### src/mpbd_pkg.sv
// constants for the microprocessor bus address decoder
// assumes a 100 MHz system clock from which the bus phases are derived
package mpbd_pkg;
  localparam int unsigned SYS_CLK_MHZ       = 100;
  localparam int unsigned XTAL_MHZ          = 4;
  localparam int unsigned MPU_MHZ           = 1;
  // system clock cycles per quarter of a processor cycle (4 MHz crystal tick)
  localparam int unsigned QUARTER_CYCLES    = SYS_CLK_MHZ / XTAL_MHZ;
  localparam logic [4:0]  QUARTER_LAST      = 5'(QUARTER_CYCLES - 1);
  // power-fail ride-through time, in microseconds
  localparam int unsigned PFAIL_TIME_US     = 1000;
  localparam int unsigned PFAIL_CYCLES      = PFAIL_TIME_US * SYS_CLK_MHZ;
  localparam int unsigned PFAIL_W           = 24;

  // decode match patterns
  localparam logic [6:0]  SCRATCH_TOP       = 7'h00;
  localparam logic [5:0]  PORT_PANEL_TOP    = 6'h01;
  localparam logic [4:0]  REG_BLOCK_TOP     = 5'h01;
  localparam logic [3:0]  FW_TOP            = 4'hf;
  localparam logic [3:0]  EXT_FW_TOP        = 4'he;
  localparam int unsigned PANEL_SEL_BIT     = 2;
  localparam int unsigned DISK_SEL_BIT      = 6;
  localparam int unsigned BUFFER_SEL_BIT    = 12;
  localparam int unsigned BYTE_LANE_BIT     = 0;
  localparam logic [15:0] RESTART_ADDR      = 16'hfffe;

  localparam int unsigned NUM_TARGETS       = 9;
  localparam logic [7:0]  DATA_IDLE         = 8'h00;

  typedef enum logic [3:0] {
    MPBD_T_SCRATCH,
    MPBD_T_PORT,
    MPBD_T_PANEL,
    MPBD_T_XFER,
    MPBD_T_DISK,
    MPBD_T_BUF_HI,
    MPBD_T_BUF_LO,
    MPBD_T_FW,
    MPBD_T_EXT_FW,
    MPBD_T_NONE
  } mpbd_target_t;

  typedef enum logic [1:0] {
    MPBD_PF_IDLE,
    MPBD_PF_TIMING,
    MPBD_PF_RESTART
  } mpbd_pfail_t;
endpackage

### src/mpbd_decoder.sv
// microprocessor bus fabric: clock phases, address decode, strobes and control line routing
// assumes processor outputs arrive synchronous to clk; targets supply the read data that is sampled in phase two
`timescale 1ns/1ps

// Overview of operation
// (RULE1) Scratchpad for bits 15..9 zero, firmware for top nibble f, extended firmware for e.
// (RULE2) Bits 15..10 of 000001 select the port group when bit 2 is low and the panel when high.
// (RULE3) Bits 15..11 of 00001 pick transfer control when bit 6 is low, disk control when high.
// (RULE4) Bit 12 in the low region selects the data buffer, bit 0 choosing the high or low byte.
// (RULE5) Only the bits routed to a target are compared, so don't-care bits alias.
// (RULE6) Every select is gated by the valid-address strobe.
// (RULE7) Writes strobe at the fall of phase two and read data is driven only in phase two.
// (RULE8) The read/write line reads as read out of reset and steers load versus drive.
// (RULE9) The processor data-bus-enable follows the phase-two clock.
// (RULE10) Maskable interrupt requests pass to the processor, which vectors through fff8/fff9.
// (RULE11) The buffered supply low flag drives the non-maskable input, vectoring at fffc/fffd.
// (RULE12) The test unit must not raise halt in the last half of phase one.
// (RULE13) In single stepping the test unit drops halt for at least one full cycle.
// (RULE14) Two non-overlapping 1 MHz phases and 2x and 4x sync clocks come from the crystal rate.
// (RULE15) A power-fail interrupt starts a timer whose expiry signals a restart that polls ports.
// (RULE16) Under reset the address presented to the decode is forced to all ones at the top.
// (RULE17) At most one select is active per cycle and an unmapped address selects nothing.
module mpbd_decoder #(
  parameter int unsigned PFAIL_COUNT = mpbd_pkg::PFAIL_CYCLES
) (
  input  wire logic        clk,                    // 100 MHz system clock
  input  wire logic        sys_rst,                // power-on reset, async, active high
  input  wire logic [15:0] cpu_addr,               // processor address bus
  input  wire logic        valid_address_strobe,   // processor valid address
  input  wire logic        cpu_read,               // processor read/write, high = read
  input  wire logic [7:0]  cpu_wdata,              // processor write data
  input  wire logic [7:0]  tgt_rdata,              // read data from the selected target
  input  wire logic        irq_in,                 // or of block interrupt requests
  input  wire logic        ac_low,                 // supply ac low, active high
  input  wire logic        halt_in,                // halt from the test unit
  output logic             phase_one_clock,        // processor phase 1
  output logic             phase_two_clock,        // processor phase 2
  output logic             double_rate_sync_clock, // 2x sync clock
  output logic             quad_rate_sync_clock,   // 4x sync clock
  output logic             cpu_dbe,                // processor data bus enable
  output logic             cpu_reset,              // processor reset, high = reset
  output logic             cpu_irq,                // processor maskable interrupt
  output logic             cpu_nmi,                // processor non-maskable interrupt
  output logic             cpu_halt,               // processor halt
  output logic [15:0]      dec_addr,               // address as seen by the decode
  output logic [mpbd_pkg::NUM_TARGETS-1:0] sel,    // one-hot block selects
  output logic             tgt_read,               // read/write to targets, high = read
  output logic [mpbd_pkg::NUM_TARGETS-1:0] wr_strobe, // one-cycle write strobe per target
  output logic [7:0]       tgt_wdata,              // write data to targets
  output logic [7:0]       cpu_rdata,              // read data to processor
  output logic             cpu_rdata_oe_n,         // read data drive enable, low = drive
  output logic             restart_req,            // one-cycle pulse: transient power loss
  output logic             pfail_active            // power-fail timer running
);
  import mpbd_pkg::*;

  typedef struct packed {
    logic [4:0]             tick;
    logic [1:0]             quarter;
    logic                   ph1;
    logic                   ph2;
    logic                   x2;
    logic                   x4;
    logic                   dbe;
    logic                   rst_out;
    logic                   irq;
    logic                   nmi;
    logic                   halt;
    logic [15:0]            addr;
    logic [NUM_TARGETS-1:0] sel;
    logic                   rd;
    logic [NUM_TARGETS-1:0] wstb;
    logic [7:0]             wdata;
    logic [7:0]             rdata;
    logic                   rdata_oe_n;
    mpbd_pfail_t            pf_state;
    logic [PFAIL_W-1:0]     pf_count;
    logic                   restart;
    logic                   pf_busy;
  } mpbd_state_t;

  mpbd_state_t st;
  mpbd_state_t next_st;
  mpbd_target_t tgt;
  logic [15:0]  a;
  logic         ph2_fall;
  logic         quarter_end;
  logic         scratch_hit;
  logic         fw_hit;
  logic         ext_fw_hit;
  logic         port_panel_hit;
  logic         reg_block_hit;
  logic         buffer_hit;
  logic [NUM_TARGETS-1:0] sel_hit;

  // (RULE16) restart vector forcing
  // under reset the top address lines read high, so the decode sees the restart vector
  assign a = sys_rst ? RESTART_ADDR : cpu_addr;

  // (RULE5) partial decode only
  // each window compares just the bits routed to it; the rest alias on purpose
  // (RULE1) memory region windows
  assign scratch_hit = (a[15:9] == SCRATCH_TOP);
  assign fw_hit = (a[15:12] == FW_TOP);
  assign ext_fw_hit = (a[15:12] == EXT_FW_TOP);
  // (RULE2) port and panel window
  assign port_panel_hit = (a[15:10] == PORT_PANEL_TOP);
  // (RULE3) register block window
  assign reg_block_hit = (a[15:11] == REG_BLOCK_TOP);
  // (RULE4) buffer window
  // bit 13 is not routed to the buffer, so both halves alias
  assign buffer_hit = (a[15:14] == 2'b00) && a[BUFFER_SEL_BIT];

  // the windows are disjoint, so the order of the tests carries no priority
  always_comb begin
    tgt = MPBD_T_NONE;
    if (scratch_hit) begin
      tgt = MPBD_T_SCRATCH;
    end else if (fw_hit) begin
      tgt = MPBD_T_FW;
    end else if (ext_fw_hit) begin
      tgt = MPBD_T_EXT_FW;
    end else if (port_panel_hit) begin
      // (RULE2) port or panel
      tgt = a[PANEL_SEL_BIT] ? MPBD_T_PANEL : MPBD_T_PORT;
    end else if (reg_block_hit) begin
      // (RULE3) transfer or disk
      tgt = a[DISK_SEL_BIT] ? MPBD_T_DISK : MPBD_T_XFER;
    end else if (buffer_hit) begin
      // (RULE4) buffer byte lane
      tgt = a[BYTE_LANE_BIT] ? MPBD_T_BUF_LO : MPBD_T_BUF_HI;
    end
  end

  // (RULE6) valid-gated selects
  // (RULE17) one enum index per target keeps the vector one-hot or empty
  for (genvar g = 0; g < NUM_TARGETS; g++) begin : gen_sel
    assign sel_hit[g] = valid_address_strobe && (tgt == mpbd_target_t'(g));
  end

  assign quarter_end = (st.tick == QUARTER_LAST);
  assign ph2_fall = st.ph2 && (st.quarter == 2'd3) && quarter_end;

  always_comb begin
    next_st = st;
    next_st.restart = 1'b0;
    // (RULE14) quarter-cycle phase generator
    if (quarter_end) begin
      next_st.tick = 5'd0;
      next_st.quarter = 2'(st.quarter + 2'd1);
    end else begin
      next_st.tick = 5'(st.tick + 5'd1);
    end
    // one dead tick at each phase edge keeps the phases from overlapping
    next_st.ph1 = !next_st.quarter[1] && (next_st.tick != 5'd0 || next_st.quarter[0]);
    next_st.ph2 = next_st.quarter[1] && (next_st.tick != 5'd0 || next_st.quarter[0]);
    next_st.x2 = !next_st.quarter[0];
    next_st.x4 = next_st.tick < 5'(QUARTER_CYCLES / 2);
    // (RULE9) bus enable follows phase two
    next_st.dbe = next_st.ph2;
    next_st.rst_out = 1'b0;
    // (RULE10) maskable request routing
    next_st.irq = irq_in;
    // (RULE11) supply low to nmi
    next_st.nmi = ac_low;
    next_st.halt = halt_in;
    next_st.addr = a;
    // (RULE6) gated selects registered
    next_st.sel = sel_hit;
    // (RULE8) direction to targets
    next_st.rd = cpu_read;
    next_st.wdata = cpu_wdata;
    // (RULE7) write at phase two fall
    next_st.wstb = '0;
    if (ph2_fall && !cpu_read) begin
      next_st.wstb = next_st.sel;
    end
    // (RULE7) read data only in phase two
    if (next_st.ph2 && cpu_read && (next_st.sel != '0)) begin
      next_st.rdata = tgt_rdata;
      next_st.rdata_oe_n = 1'b0;
    end else begin
      next_st.rdata = DATA_IDLE;
      next_st.rdata_oe_n = 1'b1;
    end
    // (RULE15) power-fail ride-through timer
    case (st.pf_state)
      MPBD_PF_IDLE: begin
        next_st.pf_count = '0;
        if (ac_low) begin
          next_st.pf_state = MPBD_PF_TIMING;
        end
      end
      MPBD_PF_TIMING: begin
        if (st.pf_count >= PFAIL_W'(PFAIL_COUNT - 1)) begin
          next_st.pf_state = MPBD_PF_RESTART;
          next_st.restart = 1'b1;
        end else begin
          next_st.pf_count = PFAIL_W'(st.pf_count + 1'b1);
        end
      end
      MPBD_PF_RESTART: begin
        // wait for the supply flag to clear before arming again
        if (!ac_low) begin
          next_st.pf_state = MPBD_PF_IDLE;
        end
      end
      default: begin
        next_st.pf_state = MPBD_PF_IDLE;
      end
    endcase
    // timer-running flag kept in its own flop so the output is registered
    next_st.pf_busy = (next_st.pf_state == MPBD_PF_TIMING);
  end

  always_ff @(posedge clk or posedge sys_rst) begin
    if (sys_rst) begin
      st <= '0;
      st.rst_out <= 1'b1;
      // (RULE8) read state out of reset
      st.rd <= 1'b1;
      st.rdata_oe_n <= 1'b1;
      st.addr <= RESTART_ADDR;
      st.pf_state <= MPBD_PF_IDLE;
    end else begin
      st <= next_st;
    end
  end

  assign phase_one_clock = st.ph1;
  assign phase_two_clock = st.ph2;
  assign double_rate_sync_clock = st.x2;
  assign quad_rate_sync_clock = st.x4;
  assign cpu_dbe = st.dbe;
  assign cpu_reset = st.rst_out;
  assign cpu_irq = st.irq;
  assign cpu_nmi = st.nmi;
  // halt timing against phase one is the test unit's duty; passed through registered
  assign cpu_halt = st.halt;
  assign dec_addr = st.addr;
  assign sel = st.sel;
  assign tgt_read = st.rd;
  assign wr_strobe = st.wstb;
  assign tgt_wdata = st.wdata;
  assign cpu_rdata = st.rdata;
  assign cpu_rdata_oe_n = st.rdata_oe_n;
  assign restart_req = st.restart;
  assign pfail_active = st.pf_busy;
endmodule

### config.mk
export PLATFORM = sky130hd
export DESIGN_NAME = mpbd_decoder
export DESIGN_NICKNAME = d
export VERILOG_FILES = /design/src/mpbd_pkg.sv /design/src/mpbd_decoder.sv
export SDC_FILE = /design/constraint.sdc
export NUM_CORES = 1
export LEC_CHECK = 0
export BUFFER_PORTS_ARGS = -buffer_cell sky130_fd_sc_hd__buf_4
export CAP_MARGIN = 25
export CORE_MARGIN = 2
export CORE_UTILIZATION = 32
export CTS_CLUSTER_DIAMETER = 150
export DETAILED_ROUTE_END_ITERATION = 10
export PLACE_DENSITY = 0.53
export SLEW_MARGIN = 0
export SYNTH_ARGS = -nofsm -noshare
export SYNTH_HDL_FRONTEND = slang
export SYNTH_SLANG_ARGS = --single-unit
### constraint.sdc
create_clock -name clk -period 4 [get_ports clk]
set_input_delay 0.4 -clock clk [delete_from_list [all_inputs] [get_ports clk]]
set_output_delay 0.4 -clock clk [all_outputs]
set_load 0.05 [all_outputs]
Word-level counts from Yosys, hierarchy flattened. Cells that the tools add are included.

Memories: 0. Output and inout bits: 63. Memory bits (writable): 0. Flip-flop bits (word level): 95. Word-level logic and storage cells: 95. Bits in latches: 0. Memory bits (read-only): 0. Input bits: 39.

Bitwise logic cells: 0. Shifts and indexed selects: 0. Div/mod/pow operators: 0. Multiply operators: 0. Reduce and logical (&&, ||, !) cells: 29. Mux-type cells: 22. Magnitude comparators: 2. Add/sub/neg operators: 3. Equal/unequal tests: 18.

Operator list (count): $pmux 24 s2 (1); $add 24x1->24 const B (1); $ge 24x17->1 const B (1); $mux 24 (1); $mux 4 (6); $mux 9 (2); $logic_and 1x1->1 (17); $eq 4x3->1 const B (4); $mux 16 (1); $eq 4x4->1 const B (3); $mux 2 (6); $reduce_bool 9->1 (1); $eq 4x2->1 const B (2); $logic_not 7->1 (1); $eq 6x1->1 const B (1); $pmux 2 s3 (1); $add 5x1->5 const B (1); $eq 5x1->1 const B (1); $eq 5x5->1 const B (1); $lt 5x4->1 const B (1); $mux 5 (1); $reduce_bool 5->1 (1); $eq 2x1->1 const B (2); $eq 2x2->1 const B (2); other kinds (11) (15).

Depth between registers and ports, before layout.
Word-level depth: 14. Gate-level depth with buffers: 8. Gate-level depth less buffers: 7.

Worst setup path after synthesis. No wires, ideal clock.

Path kind: input port to flip-flop. Start point: in sys_rst. End point: reg st, in the netlist cpu_rdata_oe_n. Data required time: 3912 ps. Data arrival time: 3581 ps. Setup time: 88 ps. Buffers on the path: 1. Setup slack: 331 ps. Cell stages on the path: 5. Path through: inv_1 > nand3_1 > o21a_1 > buf_6 > or3_1.

RTL lines: start: declaration (RTL line mpbd_decoder.sv:27) `input wire logic sys_rst,`; end signal: assignment (RTL line mpbd_decoder.sv:226) `st <= next_st;`; end: declaration (RTL line mpbd_decoder.sv:82) `mpbd_state_t st;`.

Worst setup path after layout.
Start point: reg st[2] (netlist name). End point: reg st[17] (netlist name).

Word-level cells in the longest chain between the ends: 3. Elaborated cells between the ends (all ways): 6. Classes of those cells: 1 x add/sub; 1 x order compare; 1 x eq/ne; 2 x mux; 1 x reduce/logical.

RTL lines (RTL line): $add 24x1->24 or $ge 24x17->1 (tied branches) (mpbd_decoder.sv:199, mpbd_decoder.sv:195); $mux 24 or $ne 2x2->1 (tied branches); $pmux 24 s2 or $reduce_and 2->1 (tied branches).

Parallel ways exist; a longest one is shown, timed or not. The select of a mux whose other input is x is not followed. A chain may end at the register's enable or synchronous reset.

==> impl_results.md <==
- Floorplan die width: between 100 and 150 um
- Number of synthesized register bits: 95
- Tmin final: approximately 2400 ps
- Drt first pass iters: 4
- DRT Wirelength: ~9000 um
- Synth top area share: 0.453
- Tightest Pin Transition: a little under 800 ps
- Syn_nets: 424
- WL/cell: 14.5 um
- Vias in the first global route: roughly 2800
- PostCTS Resize Cnt: 0
- CTS tree: yes
- Relative slew slack: 0.485
- Starting Density: 0.325
- EDFF count, synth: 0
- Yosys Warn Count: 0
- Sequential fraction of the synthesis area: 0.565
- Antenna violations before repair: 0
- Clock-pin slew on the worst setup and hold paths: 60 ps
- Final period util: 0.601
- Syn_area_per_cell: 11.2 um^2
- RSZ-0062 raised after global routing: no
- Simple-gate share of the synthesized area: 0.208
- Share of layout cells above drive strength 1: 0.362
- Mux share of post-synthesis cell area: 0.0168
- Via density: about 4.7
- Sink Count: 95
- Layout Skew: 6.18 ps
- Area contributors post-synth: dfrtp_1 (45%), dfstp_2 (11%), buf_4 (9.2%)
- I/O Buffers: between 100 and 150
- Synth Cell Area: approximately 4200 um^2
- XOR/XNOR Fraction of Synth Area: 0.00206
- FF-to-FF path depth: 6
- Clk root buf: clkbuf_16
- GRT Resource Usage Total: 0.130
- WHS Path Cells: 1
- Area after DPL: roughly 4800 um^2
- Syn-to-layout area delta: 19.3%
- Hold_buf cts: 0
- Die height: between 100 and 150 um
- H-tree depth reported by CTS: 3
- Async S/R FF share, synth: 1.00
- Remaining DRCs: 0
- Maximum vdd drop: ~230 uV
- Gr ovfl total: 0
- Routed Antenna Nets: 0
- Outcome: complete, no violations
- Post-synth top flop: dfrtp_1
- Clk Latency, worst-skew pair: 350 ps
- Finished Cell Area: a little over 5000 um^2
- Placer Congestion: 0.744
- CP Capture Type: flip-flop
- Post-synth top cells: dfrtp_1 (77), buf_4 (52), nand2_1 (26), nor2_1 (22), dfstp_2 (18)
- Maximum clock insertion buffer count: 2
- Setup crit start kind: flip-flop
- Cell Rows: 42
- Gate Count Post-Synth: 381
- Initial drt markers: around 170
- Final Slew Violations: 0
- Synth Area in Compound Gates: 0.0813
- Final setup violation count: 0
- Via Count: around 2900
- Number of max-cap violations: 0
- Fin. Hold Viols: 0
- Most frequent cell after synthesis: dfrtp_1
- Ant. Diodes: 0
- Arrival @ worst endpoint: approximately 2600 ps
- Post-synthesis adder-cell area fraction: 0.0118
- Distinct cells, synth: 50
- Total Neg Setup Slack: 0 ps
- Worst Path Required: between 4000 and 5000 ps
- Pin count of the biggest net entering global routing: 65
- Dpl hpwl: 6290 um
- Yosys top cell by area: dfrtp_1
- First-pass GRT wire length: 14300 um
- Core area: 13100 um^2
- Final #Nets: ~470
- Highest Clock Rate: around 420 MHz
- Post-CTS setup buffers: 0
- LEAKAGE: between 2 and 2.5 nW
- IO Pins: between 100 and 150
- Hold crit path type: in2reg
- Num CTS Buffers: 9
- WS Path Type: reg2reg
- Pwr/cell area: around 420 nW/um^2
- Largest family of logic cells by synthesized area: simple AND/OR/NAND/NOR gates
- Critical path fanouts, max: 17
- Area of the die: approximately 14000 um^2
cells in the final DEF, fill, tap and decap left out, drive strengths merged, types with 3 or more instances in the layout:
cell type and n:
or4 5, and2 6, nor4 5, or2 15, mux2i 6, inv 11, nand2 26, a41o 3
nand2b 6, ha 4, clkbuf 13, o311ai 3, dfstp 18, buf 103, and3 10, nor4b 10
nand4 7, dfrtp 77, a31oi 3, a21oi 4, nor3 8, nor2b 8, o211ai 8, o21ai 4
nand3 17, nor2 22, or3 7
critical path, stage by stage, from the launching register on:
cell,delay (ps)
dfrtp_1,430
ha_1,240
and4_1,320
o22a_1,280
a221oi_4,610
a31oi_1,170
a41o_1,230
cells by family after synthesis:
| logic type | count (synthesis) |
|---|---|
| compound gates | 41 |
| xor+xnor | 1 |
| fa+ha+maj | 4 |
| buf+inv | 75 |
| flops | 95 |
| mux | 7 |
| other cells | 1 |
| simple gates | 157 |
per-layer routing:
metal | part of all wire | global-route usage | wire length, um
met5 | 0 | 0 | 0
met4 | 0.017 | 0.0573 | 151
met2 | 0.47 | 0.195 | 4160
met3 | 0.062 | 0.0388 | 553
met1 | 0.45 | 0.174 | 4000
final timing paths:
kind                       startpoint        to  slack (ps)
hold reg to reg                st[21]    st[21]         500
hold / removal                 irq_in   cpu_irq         160
setup / recovery                st[2]    st[17]        1600
max in group asynchronous     sys_rst  tgt_read        2730
min in group asynchronous     sys_rst    sel[6]         300
setup reg to reg                st[2]    st[17]        1600
where the power goes:
| part | switching [W] | total, W | internal (W) |
|---|---|---|---|
| clock network | 0.000354 | 0.000793 | 0.000439 |
| registers | 0.0000493 | 0.00106 | 0.00101 |
| logic | 0.000151 | 0.000252 | 0.000101 |
stage by stage:
step,utilization,cells,worst slack [ps],hold slack (ps),total power (W)
finish,0.387,612,1600,158,0.00211
global route,0.387,612,1410,146,0.00221
CTS,0.387,612,1600,145,0.00215
detailed placement,0.367,596,1600,483,0.00134
global placement,0.367,596,1630,475,0.00133
floorplan,-,381,331,404,0.00126
area by class of cell:
type,instances,area [um^2]
fill,1262,8020
sequential,95,2400
multi-input combinational,211,1360
timing repair buffer,103,773
clock buffer,13,250
tap,176,220
inverter,11,43.8
clock inverter,3,21.3
flip-flops by register name, summed over array words and instances, names as in the netlist, 8 cells and up:
register and flops:
sel 9, cpu_rdata 8, st 33, wr_strobe 9, tgt_wdata 8, dec_addr 16
(Power assumes the default switching activity.)
